===== src/common/pt8_cfg.svh =====
// register map, field positions, reset values and timing figures of the period timer
`ifndef PT8_CFG_SVH
`define PT8_CFG_SVH

`define PT8_OFF_COUNT      12'h000
`define PT8_OFF_PERIOD     12'h004
`define PT8_OFF_CONTROL    12'h008
`define PT8_OFF_FLAG       12'h00C
`define PT8_OFF_MASK       12'h010

`define PT8_COUNT_RESET    8'h00
`define PT8_PERIOD_RESET   8'hFF
`define PT8_CONTROL_RESET  7'h00

`define PT8_PRE_LSB        0
`define PT8_PRE_MSB        1
`define PT8_RUN_BIT        2
`define PT8_POST_LSB       3
`define PT8_POST_MSB       6
`define PT8_FLAG_BIT       1

`define PT8_PRE_DIV4       4'h3
`define PT8_PRE_DIV16      4'hF
`define PT8_INSTR_DIV      2'h3

`define PT8_RESP_OKAY      2'h0
`define PT8_RESP_SLVERR    2'h2

`endif


===== src/common/pt8_pkg.sv =====
// types shared by the period timer
package pt8_pkg;
  typedef enum logic [1:0] {
    PT8_PRE_1  = 2'h0,
    PT8_PRE_4  = 2'h1,
    PT8_PRE_16 = 2'h2
  } pt8_pre_t;

  typedef enum logic [1:0] {
    PT8_BUS_IDLE = 2'h1,
    PT8_BUS_RESP = 2'h2
  } pt8_bus_state_t;

  typedef logic [31:0] pt8_word_t;
endpackage : pt8_pkg


===== src/hdl/pt8_timer.sv =====
// 8-bit period timer with prescaler, postscaler and AXI4-Lite register slave
//
// Notes on behaviour
// - timer input is the instruction clock, a quarter of the system clock rate
// - prescale select: 00 divide by 1, 01 by 4, 1x by 16
// - each prescaler output pulse adds one to the 8-bit counter
// - counter and period are compared continuously for equality
// - counter counts from zero to period, then returns to zero next increment
// - each counter-period match advances the postscaler by one
// - postscale field code n gives ratio n+1, from 1:1 to 1:16
// - control: postscale bits 6-3, run enable bit 2, prescale bits 1-0
// - each postscaler output sets the period event flag
// - counter and period are readable and writable at any time
// - reset loads counter with 00h and period with FFh
// - timer counts only while run enable is 1
// - prescaler and postscaler clear on counter write, control write, reset
`include "pt8_cfg.svh"

module pt8_timer (
  input  wire logic              aclk,
  input  wire logic              aresetn,
  input  wire logic [11:0]       s_axi_awaddr,
  input  wire logic              s_axi_awvalid,
  output logic                   s_axi_awready,
  input  wire pt8_pkg::pt8_word_t s_axi_wdata,
  input  wire logic [3:0]        s_axi_wstrb,
  input  wire logic              s_axi_wvalid,
  output logic                   s_axi_wready,
  output logic [1:0]             s_axi_bresp,
  output logic                   s_axi_bvalid,
  input  wire logic              s_axi_bready,
  input  wire logic [11:0]       s_axi_araddr,
  input  wire logic              s_axi_arvalid,
  output logic                   s_axi_arready,
  output pt8_pkg::pt8_word_t     s_axi_rdata,
  output logic [1:0]             s_axi_rresp,
  output logic                   s_axi_rvalid,
  input  wire logic              s_axi_rready,
  output logic                   irq
);
  import pt8_pkg::*;

  // ----------------------------------------------------------------
  // decode helpers
  // ----------------------------------------------------------------
  function automatic logic addr_known(input logic [11:0] a);
    addr_known = (a == `PT8_OFF_COUNT) || (a == `PT8_OFF_PERIOD) ||
                 (a == `PT8_OFF_CONTROL) || (a == `PT8_OFF_FLAG) ||
                 (a == `PT8_OFF_MASK);
  endfunction : addr_known

  function automatic logic [3:0] pre_limit(input logic [1:0] sel);
    case (sel)
      PT8_PRE_1: pre_limit = 4'h0;
      PT8_PRE_4: pre_limit = `PT8_PRE_DIV4;
      default:   pre_limit = `PT8_PRE_DIV16;
    endcase
  endfunction : pre_limit

  // ----------------------------------------------------------------
  // state
  // ----------------------------------------------------------------
  pt8_bus_state_t wr_state_reg, wr_state_next;
  pt8_bus_state_t rd_state_reg, rd_state_next;
  logic [11:0]    awaddr_reg, awaddr_next;
  logic           aw_have_reg, aw_have_next;
  pt8_word_t      wdata_reg, wdata_next;
  logic [3:0]     wstrb_reg, wstrb_next;
  logic           w_have_reg, w_have_next;
  logic           awready_reg, awready_next;
  logic           wready_reg, wready_next;
  logic           bvalid_reg, bvalid_next;
  logic [1:0]     bresp_reg, bresp_next;
  logic           arready_reg, arready_next;
  logic           rvalid_reg, rvalid_next;
  logic [1:0]     rresp_reg, rresp_next;
  pt8_word_t      rdata_reg, rdata_next;

  logic [7:0]     count_reg, count_next;
  logic [7:0]     period_reg, period_next;
  logic [6:0]     control_reg, control_next;
  logic [1:0]     instr_div_reg, instr_div_next;
  logic [3:0]     pre_cnt_reg, pre_cnt_next;
  logic [3:0]     post_cnt_reg, post_cnt_next;
  logic           flag_reg, flag_next;
  logic           mask_reg, mask_next;
  logic           irq_reg, irq_next;

  logic           do_write;
  logic           wr_lane0;
  logic           instr_tick;
  logic           pre_tick;
  logic           match;
  logic           post_event;

  // ----------------------------------------------------------------
  // bus write channel: address and data taken in either order
  // ----------------------------------------------------------------
  always_comb begin
    wr_state_next = wr_state_reg;
    awaddr_next   = awaddr_reg;
    aw_have_next  = aw_have_reg;
    wdata_next    = wdata_reg;
    wstrb_next    = wstrb_reg;
    w_have_next   = w_have_reg;
    awready_next  = awready_reg;
    wready_next   = wready_reg;
    bvalid_next   = bvalid_reg;
    bresp_next    = bresp_reg;
    do_write      = 1'b0;
    case (wr_state_reg)
      PT8_BUS_IDLE: begin
        if (s_axi_awvalid && awready_reg) begin
          awaddr_next  = s_axi_awaddr;
          aw_have_next = 1'b1;
          awready_next = 1'b0;
        end
        if (s_axi_wvalid && wready_reg) begin
          wdata_next  = s_axi_wdata;
          wstrb_next  = s_axi_wstrb;
          w_have_next = 1'b1;
          wready_next = 1'b0;
        end
        if (aw_have_reg && w_have_reg) begin
          do_write      = addr_known(awaddr_reg);
          bresp_next    = addr_known(awaddr_reg) ? `PT8_RESP_OKAY : `PT8_RESP_SLVERR;
          bvalid_next   = 1'b1;
          wr_state_next = PT8_BUS_RESP;
        end
      end
      PT8_BUS_RESP: begin
        if (s_axi_bready) begin
          bvalid_next   = 1'b0;
          aw_have_next  = 1'b0;
          w_have_next   = 1'b0;
          awready_next  = 1'b1;
          wready_next   = 1'b1;
          wr_state_next = PT8_BUS_IDLE;
        end
      end
      default: wr_state_next = PT8_BUS_IDLE;
    endcase
  end

  // ----------------------------------------------------------------
  // bus read channel
  // ----------------------------------------------------------------
  always_comb begin
    rd_state_next = rd_state_reg;
    arready_next  = arready_reg;
    rvalid_next   = rvalid_reg;
    rresp_next    = rresp_reg;
    rdata_next    = rdata_reg;
    case (rd_state_reg)
      PT8_BUS_IDLE: begin
        if (s_axi_arvalid && arready_reg) begin
          arready_next  = 1'b0;
          rvalid_next   = 1'b1;
          rresp_next    = addr_known(s_axi_araddr) ? `PT8_RESP_OKAY : `PT8_RESP_SLVERR;
          rd_state_next = PT8_BUS_RESP;
          case (s_axi_araddr)
            `PT8_OFF_COUNT:   rdata_next = {24'h000000, count_reg};
            `PT8_OFF_PERIOD:  rdata_next = {24'h000000, period_reg};
            `PT8_OFF_CONTROL: rdata_next = {25'h0000000, control_reg};
            `PT8_OFF_FLAG:    rdata_next = {30'h00000000, flag_reg, 1'b0};
            `PT8_OFF_MASK:    rdata_next = {30'h00000000, mask_reg, 1'b0};
            default:          rdata_next = 32'h00000000;
          endcase
        end
      end
      PT8_BUS_RESP: begin
        if (s_axi_rready) begin
          rvalid_next   = 1'b0;
          arready_next  = 1'b1;
          rd_state_next = PT8_BUS_IDLE;
        end
      end
      default: rd_state_next = PT8_BUS_IDLE;
    endcase
  end

  // ----------------------------------------------------------------
  // timer core
  // ----------------------------------------------------------------
  assign wr_lane0   = do_write && wstrb_reg[0];
  assign instr_tick = (instr_div_reg == `PT8_INSTR_DIV);
  assign pre_tick   = control_reg[`PT8_RUN_BIT] && instr_tick &&
                      (pre_cnt_reg == pre_limit(control_reg[`PT8_PRE_MSB:`PT8_PRE_LSB]));
  assign match      = (count_reg == period_reg);
  assign post_event = pre_tick && match &&
                      (post_cnt_reg == control_reg[`PT8_POST_MSB:`PT8_POST_LSB]);

  always_comb begin
    count_next     = count_reg;
    period_next    = period_reg;
    control_next   = control_reg;
    instr_div_next = instr_div_reg + 2'h1;
    pre_cnt_next   = pre_cnt_reg;
    post_cnt_next  = post_cnt_reg;
    flag_next      = flag_reg;
    mask_next      = mask_reg;
    // halted timer holds prescaler, counter and postscaler; the instruction divider keeps running
    if (control_reg[`PT8_RUN_BIT] && instr_tick) begin
      pre_cnt_next = pre_tick ? 4'h0 : pre_cnt_reg + 4'h1;
    end
    if (pre_tick) begin
      if (match) begin
        count_next    = 8'h00;
        post_cnt_next = post_event ? 4'h0 : post_cnt_reg + 4'h1;
      end else begin
        count_next = count_reg + 8'h01;
      end
    end
    if (wr_lane0) begin
      case (awaddr_reg)
        `PT8_OFF_COUNT: begin
          count_next    = wdata_reg[7:0];
          pre_cnt_next  = 4'h0;
          post_cnt_next = 4'h0;
        end
        `PT8_OFF_PERIOD:  period_next = wdata_reg[7:0];
        `PT8_OFF_CONTROL: begin
          control_next  = wdata_reg[6:0];
          pre_cnt_next  = 4'h0;
          post_cnt_next = 4'h0;
        end
        `PT8_OFF_MASK: mask_next = wdata_reg[`PT8_FLAG_BIT];
        default: ;
      endcase
    end
    // write-one-to-clear, but a same-cycle event wins
    if (wr_lane0 && (awaddr_reg == `PT8_OFF_FLAG) && wdata_reg[`PT8_FLAG_BIT]) begin
      flag_next = 1'b0;
    end
    if (post_event) begin
      flag_next = 1'b1;
    end
    irq_next = flag_next && mask_next;
  end

  // ----------------------------------------------------------------
  // registers
  // ----------------------------------------------------------------
  always_ff @(posedge aclk) begin
    if (!aresetn) begin
      wr_state_reg  <= PT8_BUS_IDLE;
      rd_state_reg  <= PT8_BUS_IDLE;
      awaddr_reg    <= 12'h000;
      aw_have_reg   <= 1'b0;
      wdata_reg     <= 32'h00000000;
      wstrb_reg     <= 4'h0;
      w_have_reg    <= 1'b0;
      awready_reg   <= 1'b1;
      wready_reg    <= 1'b1;
      bvalid_reg    <= 1'b0;
      bresp_reg     <= `PT8_RESP_OKAY;
      arready_reg   <= 1'b1;
      rvalid_reg    <= 1'b0;
      rresp_reg     <= `PT8_RESP_OKAY;
      rdata_reg     <= 32'h00000000;
      count_reg     <= `PT8_COUNT_RESET;
      period_reg    <= `PT8_PERIOD_RESET;
      control_reg   <= `PT8_CONTROL_RESET;
      instr_div_reg <= 2'h0;
      pre_cnt_reg   <= 4'h0;
      post_cnt_reg  <= 4'h0;
      flag_reg      <= 1'b0;
      mask_reg      <= 1'b0;
      irq_reg       <= 1'b0;
    end else begin
      wr_state_reg  <= wr_state_next;
      rd_state_reg  <= rd_state_next;
      awaddr_reg    <= awaddr_next;
      aw_have_reg   <= aw_have_next;
      wdata_reg     <= wdata_next;
      wstrb_reg     <= wstrb_next;
      w_have_reg    <= w_have_next;
      awready_reg   <= awready_next;
      wready_reg    <= wready_next;
      bvalid_reg    <= bvalid_next;
      bresp_reg     <= bresp_next;
      arready_reg   <= arready_next;
      rvalid_reg    <= rvalid_next;
      rresp_reg     <= rresp_next;
      rdata_reg     <= rdata_next;
      count_reg     <= count_next;
      period_reg    <= period_next;
      control_reg   <= control_next;
      instr_div_reg <= instr_div_next;
      pre_cnt_reg   <= pre_cnt_next;
      post_cnt_reg  <= post_cnt_next;
      flag_reg      <= flag_next;
      mask_reg      <= mask_next;
      irq_reg       <= irq_next;
    end
  end

  assign s_axi_awready = awready_reg;
  assign s_axi_wready  = wready_reg;
  assign s_axi_bvalid  = bvalid_reg;
  assign s_axi_bresp   = bresp_reg;
  assign s_axi_arready = arready_reg;
  assign s_axi_rvalid  = rvalid_reg;
  assign s_axi_rresp   = rresp_reg;
  assign s_axi_rdata   = rdata_reg;
  assign irq           = irq_reg;
endmodule : pt8_timer


===== config.mk =====
export PLATFORM = sky130hd
export DESIGN_NAME = pt8_timer
export DESIGN_NICKNAME = d
export VERILOG_FILES = /design/src/common/pt8_pkg.sv /design/src/hdl/pt8_timer.sv
export VERILOG_INCLUDE_DIRS = /design/src /design/src/common
export SDC_FILE = /design/constraint.sdc
export NUM_CORES = 1
export LEC_CHECK = 0
export ABC_AREA = 1
export BUFFER_PORTS_ARGS = -buffer_cell sky130_fd_sc_hd__buf_2
export CAP_MARGIN = 25
export CELL_PAD_IN_SITES_DETAIL_PLACEMENT = 1
export CELL_PAD_IN_SITES_GLOBAL_PLACEMENT = 2
export CORE_MARGIN = 2
export CORE_UTILIZATION = 31
export DETAILED_ROUTE_END_ITERATION = 12
export PLACE_DENSITY_LB_ADDON = 0.1
export REMOVE_ABC_BUFFERS = 1
export SYNTH_ARGS = -nofsm -noshare
export SYNTH_HDL_FRONTEND = slang
export SYNTH_SLANG_ARGS = --single-unit
export TNS_END_PERCENT = 1

===== constraint.sdc =====
create_clock -name aclk -period 2.9 [get_ports aclk]
set_input_delay 0.145 -clock aclk [delete_from_list [all_inputs] [get_ports aclk]]
set_output_delay 0.145 -clock aclk [all_outputs]
set_load 0.02 [all_outputs]

==> results of run 1 <==
-- kinds of logic (layout without fill, tap and decap cells) --
family / after synthesis / in the layout / share of synthesized area (%)
compound gates: 79 / 79 / 10.4
xor+xnor: 14 / 14 / 2.99
fa+ha+maj: 4 / 4 / 1.22
buf+inv: 107 / 142 / 12.6
flops: 78 / 78 / 38.1
other cells: 1 / 26 / 0.0914
simple gates: 303 / 303 / 34.6
-- layout make-up --
type,instances,area [um2]
Sequential cell,78,1560
Clock inverter,5,106
Timing Repair Buffer,59,305
Multi-Input combinational cell,426,2120
Clock buffer,11,243
Inverter,67,254
Tap cell,176,220
Fill cell,1666,8280
-- metal layers --
layer  track usage [%]  vias to the layer above  routed length (um)
met5                 0                        -                   0
met4              6.10                        0                 183
met3              2.87                       13                 344
met2              28.9                       67                5270
met1              21.4                     1684                5580
li1                  -                     1910                   -
-- worst max-delay path, cell delays in order, from the launching register on --
cell and delay (ps):
dfxtp_1 340, ha_1 150, nand2_1 150, a21oi_1 150, nand3_1 80, buf_4 200
inv_2 60, nand3_1 140, nor2_1 290, inv_1 70, nand2_1 130, nor2_1 70
-- power breakdown --
| group | leakage [uW] | switching (uW) | internal, uW |
|---|---|---|---|
| Sequential | 0.000637 | 37.5 | 1120 |
| Combinational | 0.00137 | 202 | 87.2 |
| Clock | 0.000166 | 469 | 867 |
| Total | 0.00218 | 708 | 2070 |
-- worst min path at each step --
stage | startpoint | endpoint | slack (ps)
global route | s_axi_awaddr[8] | awaddr_reg[8] | 70
finish | s_axi_awaddr[11] | awaddr_reg[11] | 50
CTS | s_axi_awaddr[11] | awaddr_reg[11] | 40
detailed placement | s_axi_awaddr[11] | awaddr_reg[11] | 410
global placement | s_axi_awaddr[11] | awaddr_reg[11] | 390
floorplan | aresetn | s_axi_arready | 210
-- per-stage QoR --
step	area (um2)	setup WS [ps]
2_1_floorplan	3930	1160
4_1_cts	4810	883
3_5_place_dp	4460	902
5_1_grt	4810	735
6_report	4810	932
3_3_place_gp	4460	967
-- Yosys cell counts (all sizes together) --
cell type / n / area, um2
nand2: 137 / 534
nor2: 95 / 437
dfxtp: 78 / 1560
inv: 65 / 246
nand3: 44 / 245
a21oi: 41 / 224
o21ai: 36 / 188
buf: 31 / 229
nor3: 15 / 91.3
clkbuf: 9 / 33.8
xor2: 9 / 78.8
nand4: 7 / 71.3
xnor2: 5 / 43.8
ha: 4 / 50.1
nand3b: 3 / 22.5
clkinv: 2 / 7.51
and3: 1 / 6.26
conb: 1 / 3.75
nor4: 1 / 12.5
o21bai: 1 / 7.51
o31ai: 1 / 7.51
-- layout by cell type (no fill, tap or decap), types with 2 or more instances in the layout --
cell       count
a21oi_1       36
a21oi_2        5
buf_2         55
buf_4          4
bufinv_16      3
clkbuf_16      9
clkinv_1       2
conb_1        26
dfxtp_1       78
ha_1           4
inv_1         59
inv_2          5
nand2_1      131
nand2_2        5
nand3_1       42
nand3_4        2
nand3b_1       3
nand4_1        4
nand4_2        2
nor2_1        81
nor2_2         5
nor2_4         9
nor3_1        13
o21ai_0       31
o21ai_1        3
o21ai_2        2
xnor2_1        5
xor2_1         9
==> results.py, run 1 <==
metrics = {
    "status": {
        "status": "finished, final reports clean",
    },
    "floorplan": {
        "ioPinCount": 109,
        "die_w_um": 119,
        "die_h_um": 119,
        "std_cell_rows": 42,
        "die_area_um2": 14200,
        "coreArea_um2": 13100,
        "start_util_pct": 31.3,
    },
    "synthesis": {
        "ys.warnings.count": 0,
        "yosysSeqAreaShare_pct": 38.1,
        "synth_area_um2": 4100,
        "avgSynthCellArea_um2": 7.00,
        "syn_inst": 586,
        "synth_cell_types": 37,
        "ys_ff_latch": 78,
    },
    "clock_network": {
        "h-tree-depth": 3,
        "cts_buffer_depth": 2,
        "cts_tree": "yes",
        "clk_pin_slew_ps": 70,
        "post_cts_resize_count": 0,
        "cts.sink_count": 78,
        "holdBufCountCts": 0,
        "cts_setup_buffers": 0,
        "cts_made_buffers": 9,
        "cts-root-buf": "clkbuf_16",
        "clock_latency_ps": 340,
    },
    "global_route": {
        "grt_pass1_vias": 3676,
        "grt.overflow.total": 0,
        "antenna_found_initial": 0,
        "grt_pass1_wl_um": 18600,
        "grt_usage_pct": 16.9,
        "grt_max_degree": 45,
    },
    "route": {
        "dr.pass1.iters": 4,
        "drtAntennaViolNets": 0,
        "wl_per_cell_um": 13.8,
        "vias": 3674,
        "via_per_inst": 4.47,
        "drc": 0,
        "wl_um": 11400,
        "drtIter0Drc": 110,
    },
    "power": {
        "cellLeakagePower_uw": 0.00218,
        "p_total_uw": 2780,
        "peakVddDrop_v": 0.000335,
        "power_density_nw_per_um2": 579,
    },
    "setup_path": {
        "crit_fanout": 11,
        "r2r-start": "instr_div_reg[0]",
        "r2r-end": "post_cnt_reg[2]",
        "worstSetupPathType": "reg2reg",
        "critical_path_arrival_ps": 2200,
        "ff2ff_path_depth": 11,
        "worstSetupStartpoint": "instr_div_reg[0]",
        "crit_path_start_kind": "flip-flop",
        "cp.required_ps": 3130,
        "rrSetupSlack_ps": 930,
        "end_kind": "flip-flop",
        "cp-endpoint": "post_cnt_reg[2]",
    },
    "placed_design": {
        "portBuffers": 55,
        "dp.final_hpwl_um": 8680,
        "dp.cells": 806,
        "place_congestion": 0.789,
    },
    "sta": {
        "min_period_ps": 1970,
        "whs_ps": 47.6,
        "worst_slew_pin_slew_ps": 853,
        "drv_slew": 0,
        "hold_viol_final": 0,
        "post-route-period-util_pct": 67.9,
        "fin_worst_skew_ps": 10.5,
        "setup-violations-final": 0,
        "timing.setup.tns_ps": 0,
        "rsz0062_at_grt": "false",
        "relSlewSlack_pct": 43.1,
        "fmax_mhz": 508,
    },
    "cells_and_area": {
        "layout-drive-gt1-share_pct": 17.8,
        "area_growth_pct": 17.2,
        "diodes": 0,
        "largest_reg_flops": 12,
        "finalNetCount": 712,
        "utilization_pct": 36.7,
        "layout.cells.non_filler": 822,
    },
    "min_path": {
        "hold_path.class": "in2reg",
        "worstHoldPathCells": 3,
    },
    "run": {
        "cap_violations": 0,
    },
}
No activity file was read; power rests on OpenSTA's default activity.
==> run 2: changes to the inputs <==
--- a/config.mk
+++ b/config.mk
@@ -12,7 +12,7 @@
 export CELL_PAD_IN_SITES_DETAIL_PLACEMENT = 1
 export CELL_PAD_IN_SITES_GLOBAL_PLACEMENT = 2
 export CORE_MARGIN = 2
-export CORE_UTILIZATION = 31
+export CORE_UTILIZATION = 26
 export DETAILED_ROUTE_END_ITERATION = 12
 export PLACE_DENSITY_LB_ADDON = 0.1
 export REMOVE_ABC_BUFFERS = 1
==> constraint.sdc (replaced) <==
create_clock -name aclk -period 1.7 [get_ports aclk]
set_input_delay 0.085 -clock aclk [delete_from_list [all_inputs] [get_ports aclk]]
set_output_delay 0.085 -clock aclk [all_outputs]
set_load 0.02 [all_outputs]
==> run 2 against run 1 <==
Effect of this change: clock power increased by 46%; highest routed layer unchanged; wire length increased by 8.2%; critical endpoint is now control_reg[6]; sequential power increased by 70%; register-to-register slack got worse by 820 ps; largest power group is now registers.
==> results.py, run 2 (synthesis results as in run 1) <==
metrics = {
    "sta": {
        "hold_viol_final": 0,
        "rsz0062_at_grt": "true",
        "min_period_ps": 1590,
        "setup-violations-final": 0,
        "drv_slew": 0,
        "fin_worst_skew_ps": 5.36,
        "post-route-period-util_pct": 93.3,
        "fmax_mhz": 631,
        "setup_ws_ps": 114,
    },
    "cells_and_area": {
        "largest_reg_flops": 12,
        "seq_area_um2": 1570,
        "final_common_cell": "nand2_1",
        "layout-drive-gt1-share_pct": 25.2,
        "diodes": 0,
        "layout_common_cells": "nand2_1, nor2_1, dfxtp_1, inv_1, buf_2",
        "utilization_pct": 34.2,
        "area_growth_pct": 27.9,
        "multi_input_area_um2": 2180,
        "finalNetCount": 756,
        "nFillCells": 1953,
    },
    "floorplan": {
        "std_cell_rows": 45,
        "ioPinCount": 109,
        "die_area_um2": 16800,
        "die_w_um": 130,
        "die_h_um": 130,
        "start_util_pct": 26.8,
        "coreArea_um2": 15300,
    },
    "power": {
        "power_density_nw_per_um2": 866,
        "cellLeakagePower_uw": 0.00240,
        "peakVddDrop_v": 0.000365,
    },
    "min_path": {
        "hold_path.class": "in2reg",
        "worstHoldPathCells": 3,
    },
    "placed_design": {
        "place_congestion": 0.781,
        "portBuffers": 55,
        "dp.final_hpwl_um": 9730,
        "dp_slack_ps": 28.9,
    },
    "setup_path": {
        "cpPeakStageDelay_ps": 330,
        "crit_fanout": 8,
        "worst-path-buf-inv": 0,
        "cpMaxStageDelayCell": "dfxtp_2",
        "crit_path_start_kind": "flip-flop",
        "ff2ff_path_depth": 10,
        "end_kind": "flip-flop",
        "critPathMostFrequentCell": "nor2_4",
        "crit_chain": "nor2_4, nand2_2, nor2_4, nand2_2, nand2_4, nand3_4, nor2_4, nand3_1, nand2_1, nor2_1",
        "worstSetupPathType": "reg2reg",
        "cp.required_ps": 1930,
        "cpLargestDelayFamily": "simple AND/OR/NAND/NOR gates",
        "cp.depth": 10,
        "critical_path_arrival_ps": 1820,
    },
    "route": {
        "drc": 0,
        "wl_um": 12300,
        "dr.pass1.iters": 4,
        "vias": 3889,
        "via_per_inst": 4.32,
        "drtIter0Drc": 102,
        "drtAntennaViolNets": 0,
        "wl_per_cell_um": 13.7,
    },
    "clock_network": {
        "h-tree-depth": 3,
        "cts_made_buffers": 9,
        "cts_buffer_depth": 2,
        "clock_latency_ps": 340,
        "cts.sink_count": 78,
        "cts-root-buf": "clkbuf_16",
        "cts_tree": "yes",
        "clk_pin_slew_ps": 60,
    },
    "status": {
        "status": "finished, final reports clean",
    },
    "global_route": {
        "grt_pass1_wl_um": 19900,
        "grt.overflow.total": 0,
        "grt_usage_pct": 15.4,
        "antenna_found_initial": 0,
        "grt_pass1_vias": 3882,
        "grt_max_degree": 30,
    },
    "run": {
        "cap_violations": 0,
    },
}
==> run 2: changes by cell type in the layout (fill, tap and decap cells not counted), sizes merged <==
cell	delta
clkbuf	-1
buf	+41
clkinv	+3
dlygate4sd3	+3
bufinv	-2
==> run 2: final timing paths <==
kind                    start                to  slack, ps
max             awaddr_reg[7]    control_reg[6]        110
max reg2reg     awaddr_reg[7]    control_reg[6]        110
min reg2reg  instr_div_reg[0]  instr_div_reg[0]        400
min           s_axi_awaddr[9]     awaddr_reg[9]          7
==> run 2: cell type report <==
cell class              count  area share, %
multi-input cells         426           41.7
flip-flops and latches     78           29.8
repair buffers            103           12.9
well taps                 211           5.03
inverters                  67           4.84
clock buffers              10           4.56
clock inverters             6           1.17
==> run 2: where the power goes <==
group	internal, uW	total (uW)	switching, uW
Sequential	1910	1970	63.8
Combinational	219	605	386
Clock	1170	1960	790
Total	3300	4540	1240
==> run 2: repair_timing <==
item                       CTS  global route
hold endpoints to repair     3             0
gates resized for setup      0            25
setup buffers                0             7
setup endpoints to repair    0            24
hold buffers                 3             0
==> run 2: routing by layer <==
metal / share of wire, % / GRT usage [%] / wire, um
met5: 0 / 0 / 0
met4: 1.4 / 4.68 / 171
met3: 3.2 / 2.77 / 394
met2: 49 / 26.9 / 6070
met1: 46 / 19.3 / 5670
==> run 2: worst min-delay path, cell delays in order <==
cell	delay (ps)
buf_2	70
o21ai_0	70
nor2_1	80
==> run 2: stage by stage <==
stage	cell area (um2)	cells	hold slack, ps	TNS [ps]	total power, uW
after floorplan	3930	571	154	-113	2350
after global placement	4780	875	334	0	2560
after detailed placement	4780	875	350	0	2580
after CTS	5110	894	2.51	0	4580
after global routing	5240	901	41.0	-36.6	4780
final	5240	901	6.57	0	4540
==> run 3: changes to the inputs <==
--- a/config.mk
+++ b/config.mk
@@ -14,7 +14,7 @@
 export CORE_MARGIN = 2
 export CORE_UTILIZATION = 26
 export DETAILED_ROUTE_END_ITERATION = 12
-export PLACE_DENSITY_LB_ADDON = 0.1
+export PLACE_DENSITY = 0.83
 export REMOVE_ABC_BUFFERS = 1
 export SYNTH_ARGS = -nofsm -noshare
 export SYNTH_HDL_FRONTEND = slang
==> run 3 against run 2 <==
Effect of this change: fmax down 3.0%; cell area down 1.8%; largest power group is now the clock network; core utilization down 0.62 points; critical path depth up 1.
==> results.py, run 3 (synthesis results as in run 1) <==
metrics = {
    "power": {
        "cellLeakagePower_uw": 0.00235,
        "peakVddDrop_v": 0.000758,
        "power_switching_uw": 1180,
        "p_clk_share_pct": 45.1,
        "sequentialPowerShare_pct": 42.5,
        "pwr-share-comb_pct": 12.4,
        "p_int_uw": 3460,
        "p_total_uw": 4640,
        "power_density_nw_per_um2": 901,
        "switching_share_pct": 25.5,
    },
    "route": {
        "via_per_inst": 4.34,
        "vias": 3844,
        "wl_per_cell_um": 13.5,
        "drtAntennaViolNets": 0,
        "dr.pass1.iters": 4,
        "drc": 0,
        "wl_um": 12000,
        "drtIter0Drc": 108,
    },
    "floorplan": {
        "die_area_um2": 16800,
        "die_w_um": 130,
        "die_h_um": 130,
        "coreArea_um2": 15300,
        "ioPinCount": 109,
        "std_cell_rows": 45,
        "start_util_pct": 26.8,
    },
    "cells_and_area": {
        "final_common_cell": "nand2_1",
        "layout.cells.non_filler": 886,
        "multi_input_area_um2": 2160,
        "area_growth_pct": 25.5,
        "nFillCells": 1981,
        "layout-drive-gt1-share_pct": 23.3,
        "stdcell_area_um2": 5150,
        "layout_common_cells": "nand2_1, nor2_1, dfxtp_1, inv_1, buf_2",
        "diodes": 0,
        "finalNetCount": 742,
        "seq_area_um2": 1570,
        "largest_reg_flops": 12,
    },
    "clock_network": {
        "clock_latency_ps": 340,
        "h-tree-depth": 3,
        "cts_buffer_depth": 2,
        "cts.sink_count": 78,
        "cts-root-buf": "clkbuf_16",
        "clk_pin_slew_ps": 60,
        "cts_made_buffers": 9,
        "cts_tree": "yes",
    },
    "sta": {
        "post-route-period-util_pct": 96.2,
        "fin_worst_skew_ps": 4.51,
        "drv_slew": 0,
        "hold_viol_final": 0,
        "rsz0062_at_grt": "true",
        "min_period_ps": 1630,
        "setup-violations-final": 0,
        "fmax_mhz": 612,
    },
    "setup_path": {
        "end_kind": "flip-flop",
        "rrSetupSlack_ps": 70,
        "cp.required_ps": 1930,
        "worstSetupPathType": "reg2reg",
        "crit_fanout": 5,
        "critical_path_arrival_ps": 1870,
        "crit_path_start_kind": "flip-flop",
    },
    "placed_design": {
        "dp.final_hpwl_um": 9470,
        "portBuffers": 55,
        "dp.cells": 865,
        "placed_cell_area_um2": 4690,
        "place_congestion": 0.833,
    },
    "global_route": {
        "grt_usage_pct": 14.8,
        "grt_pass1_vias": 4025,
        "grt_pass1_wl_um": 19400,
        "grt.overflow.total": 0,
        "antenna_found_initial": 0,
        "grt_max_degree": 20,
    },
    "run": {
        "cap_violations": 0,
    },
    "min_path": {
        "hold_path.class": "in2reg",
    },
    "status": {
        "status": "finished, final reports clean",
    },
}
[run 3: changes by cell type in the layout (fill, tap and decap cells not counted), sizes merged]
cell         previous run  this run
buf                   100        86
clkinvlp                1         0
clkinv                  6         4
dlygate4sd3             3         2
clkbuf                 10        12
bufinv                  1         2
[run 3: cell type report]
type,instances,share of cell area (%)
clock inverters,4,1.36
repair buffers,89,11.4
clock buffers,11,4.91
well taps,211,5.13
flip-flops and latches,78,30.4
multi-input cells,426,41.9
inverters,67,4.93
[run 3: what timing repair did]
action / 4_1_cts / 5_1_grt
hold buffers: 2 / 0
gates resized for setup: 0 / 19
endpoints found under the hold margin: 2 / 0
buffers inserted: 0 / 3
endpoints found under the setup margin: 0 / 26
[run 3: worst paths after layout]
path                     from                to  cells past startpoint
max             awaddr_reg[4]      count_reg[4]                     11
min           s_axi_awaddr[1]     awaddr_reg[1]                      3
max reg2reg     awaddr_reg[4]      count_reg[4]                     11
min reg2reg  instr_div_reg[0]  instr_div_reg[0]                      1
[run 3: critical path: stages (launching register included)]
cell and delay, ps:
dfxtp_1 320, nor2_2 170, nand2_2 90, nor2_4 130, nand2_2 80, nand2_4 110
nand4_4 110, nor2_4 230, buf_12 150, nand2_2 40, nand2_1 60, nor2_1 40
[run 3: through the flow]
stage	setup WS (ps)	setup TNS, ps	util [%]	hold WS (ps)
final	65.2	0	33.6	6.21
after CTS	8.02	0	32.9	2.19
after global routing	-67.9	-327	33.6	31.8
after detailed placement	33.7	0	30.7	350
after floorplan	-39.7	-113	-	154
after global placement	72.7	0	30.7	332
[run 3: power groups by stage]
stage | Combinational [uW] | Sequential [uW] | Clock [uW]
floorplan | 323 | 2020 | 0
global placement | 542 | 2010 | 0
detailed placement | 558 | 2010 | 0
CTS | 564 | 1970 | 2150
global route | 644 | 1980 | 2230
finish | 573 | 1970 | 2090
[run 3: metal layers]
layer	global-route usage, %	vias up	part of all wire, %
met1	16.8	1788	44
li1	-	1973	-
met3	3.80	14	3.7
met4	3.48	0	1.5
met5	0	-	0
met2	27.7	69	51
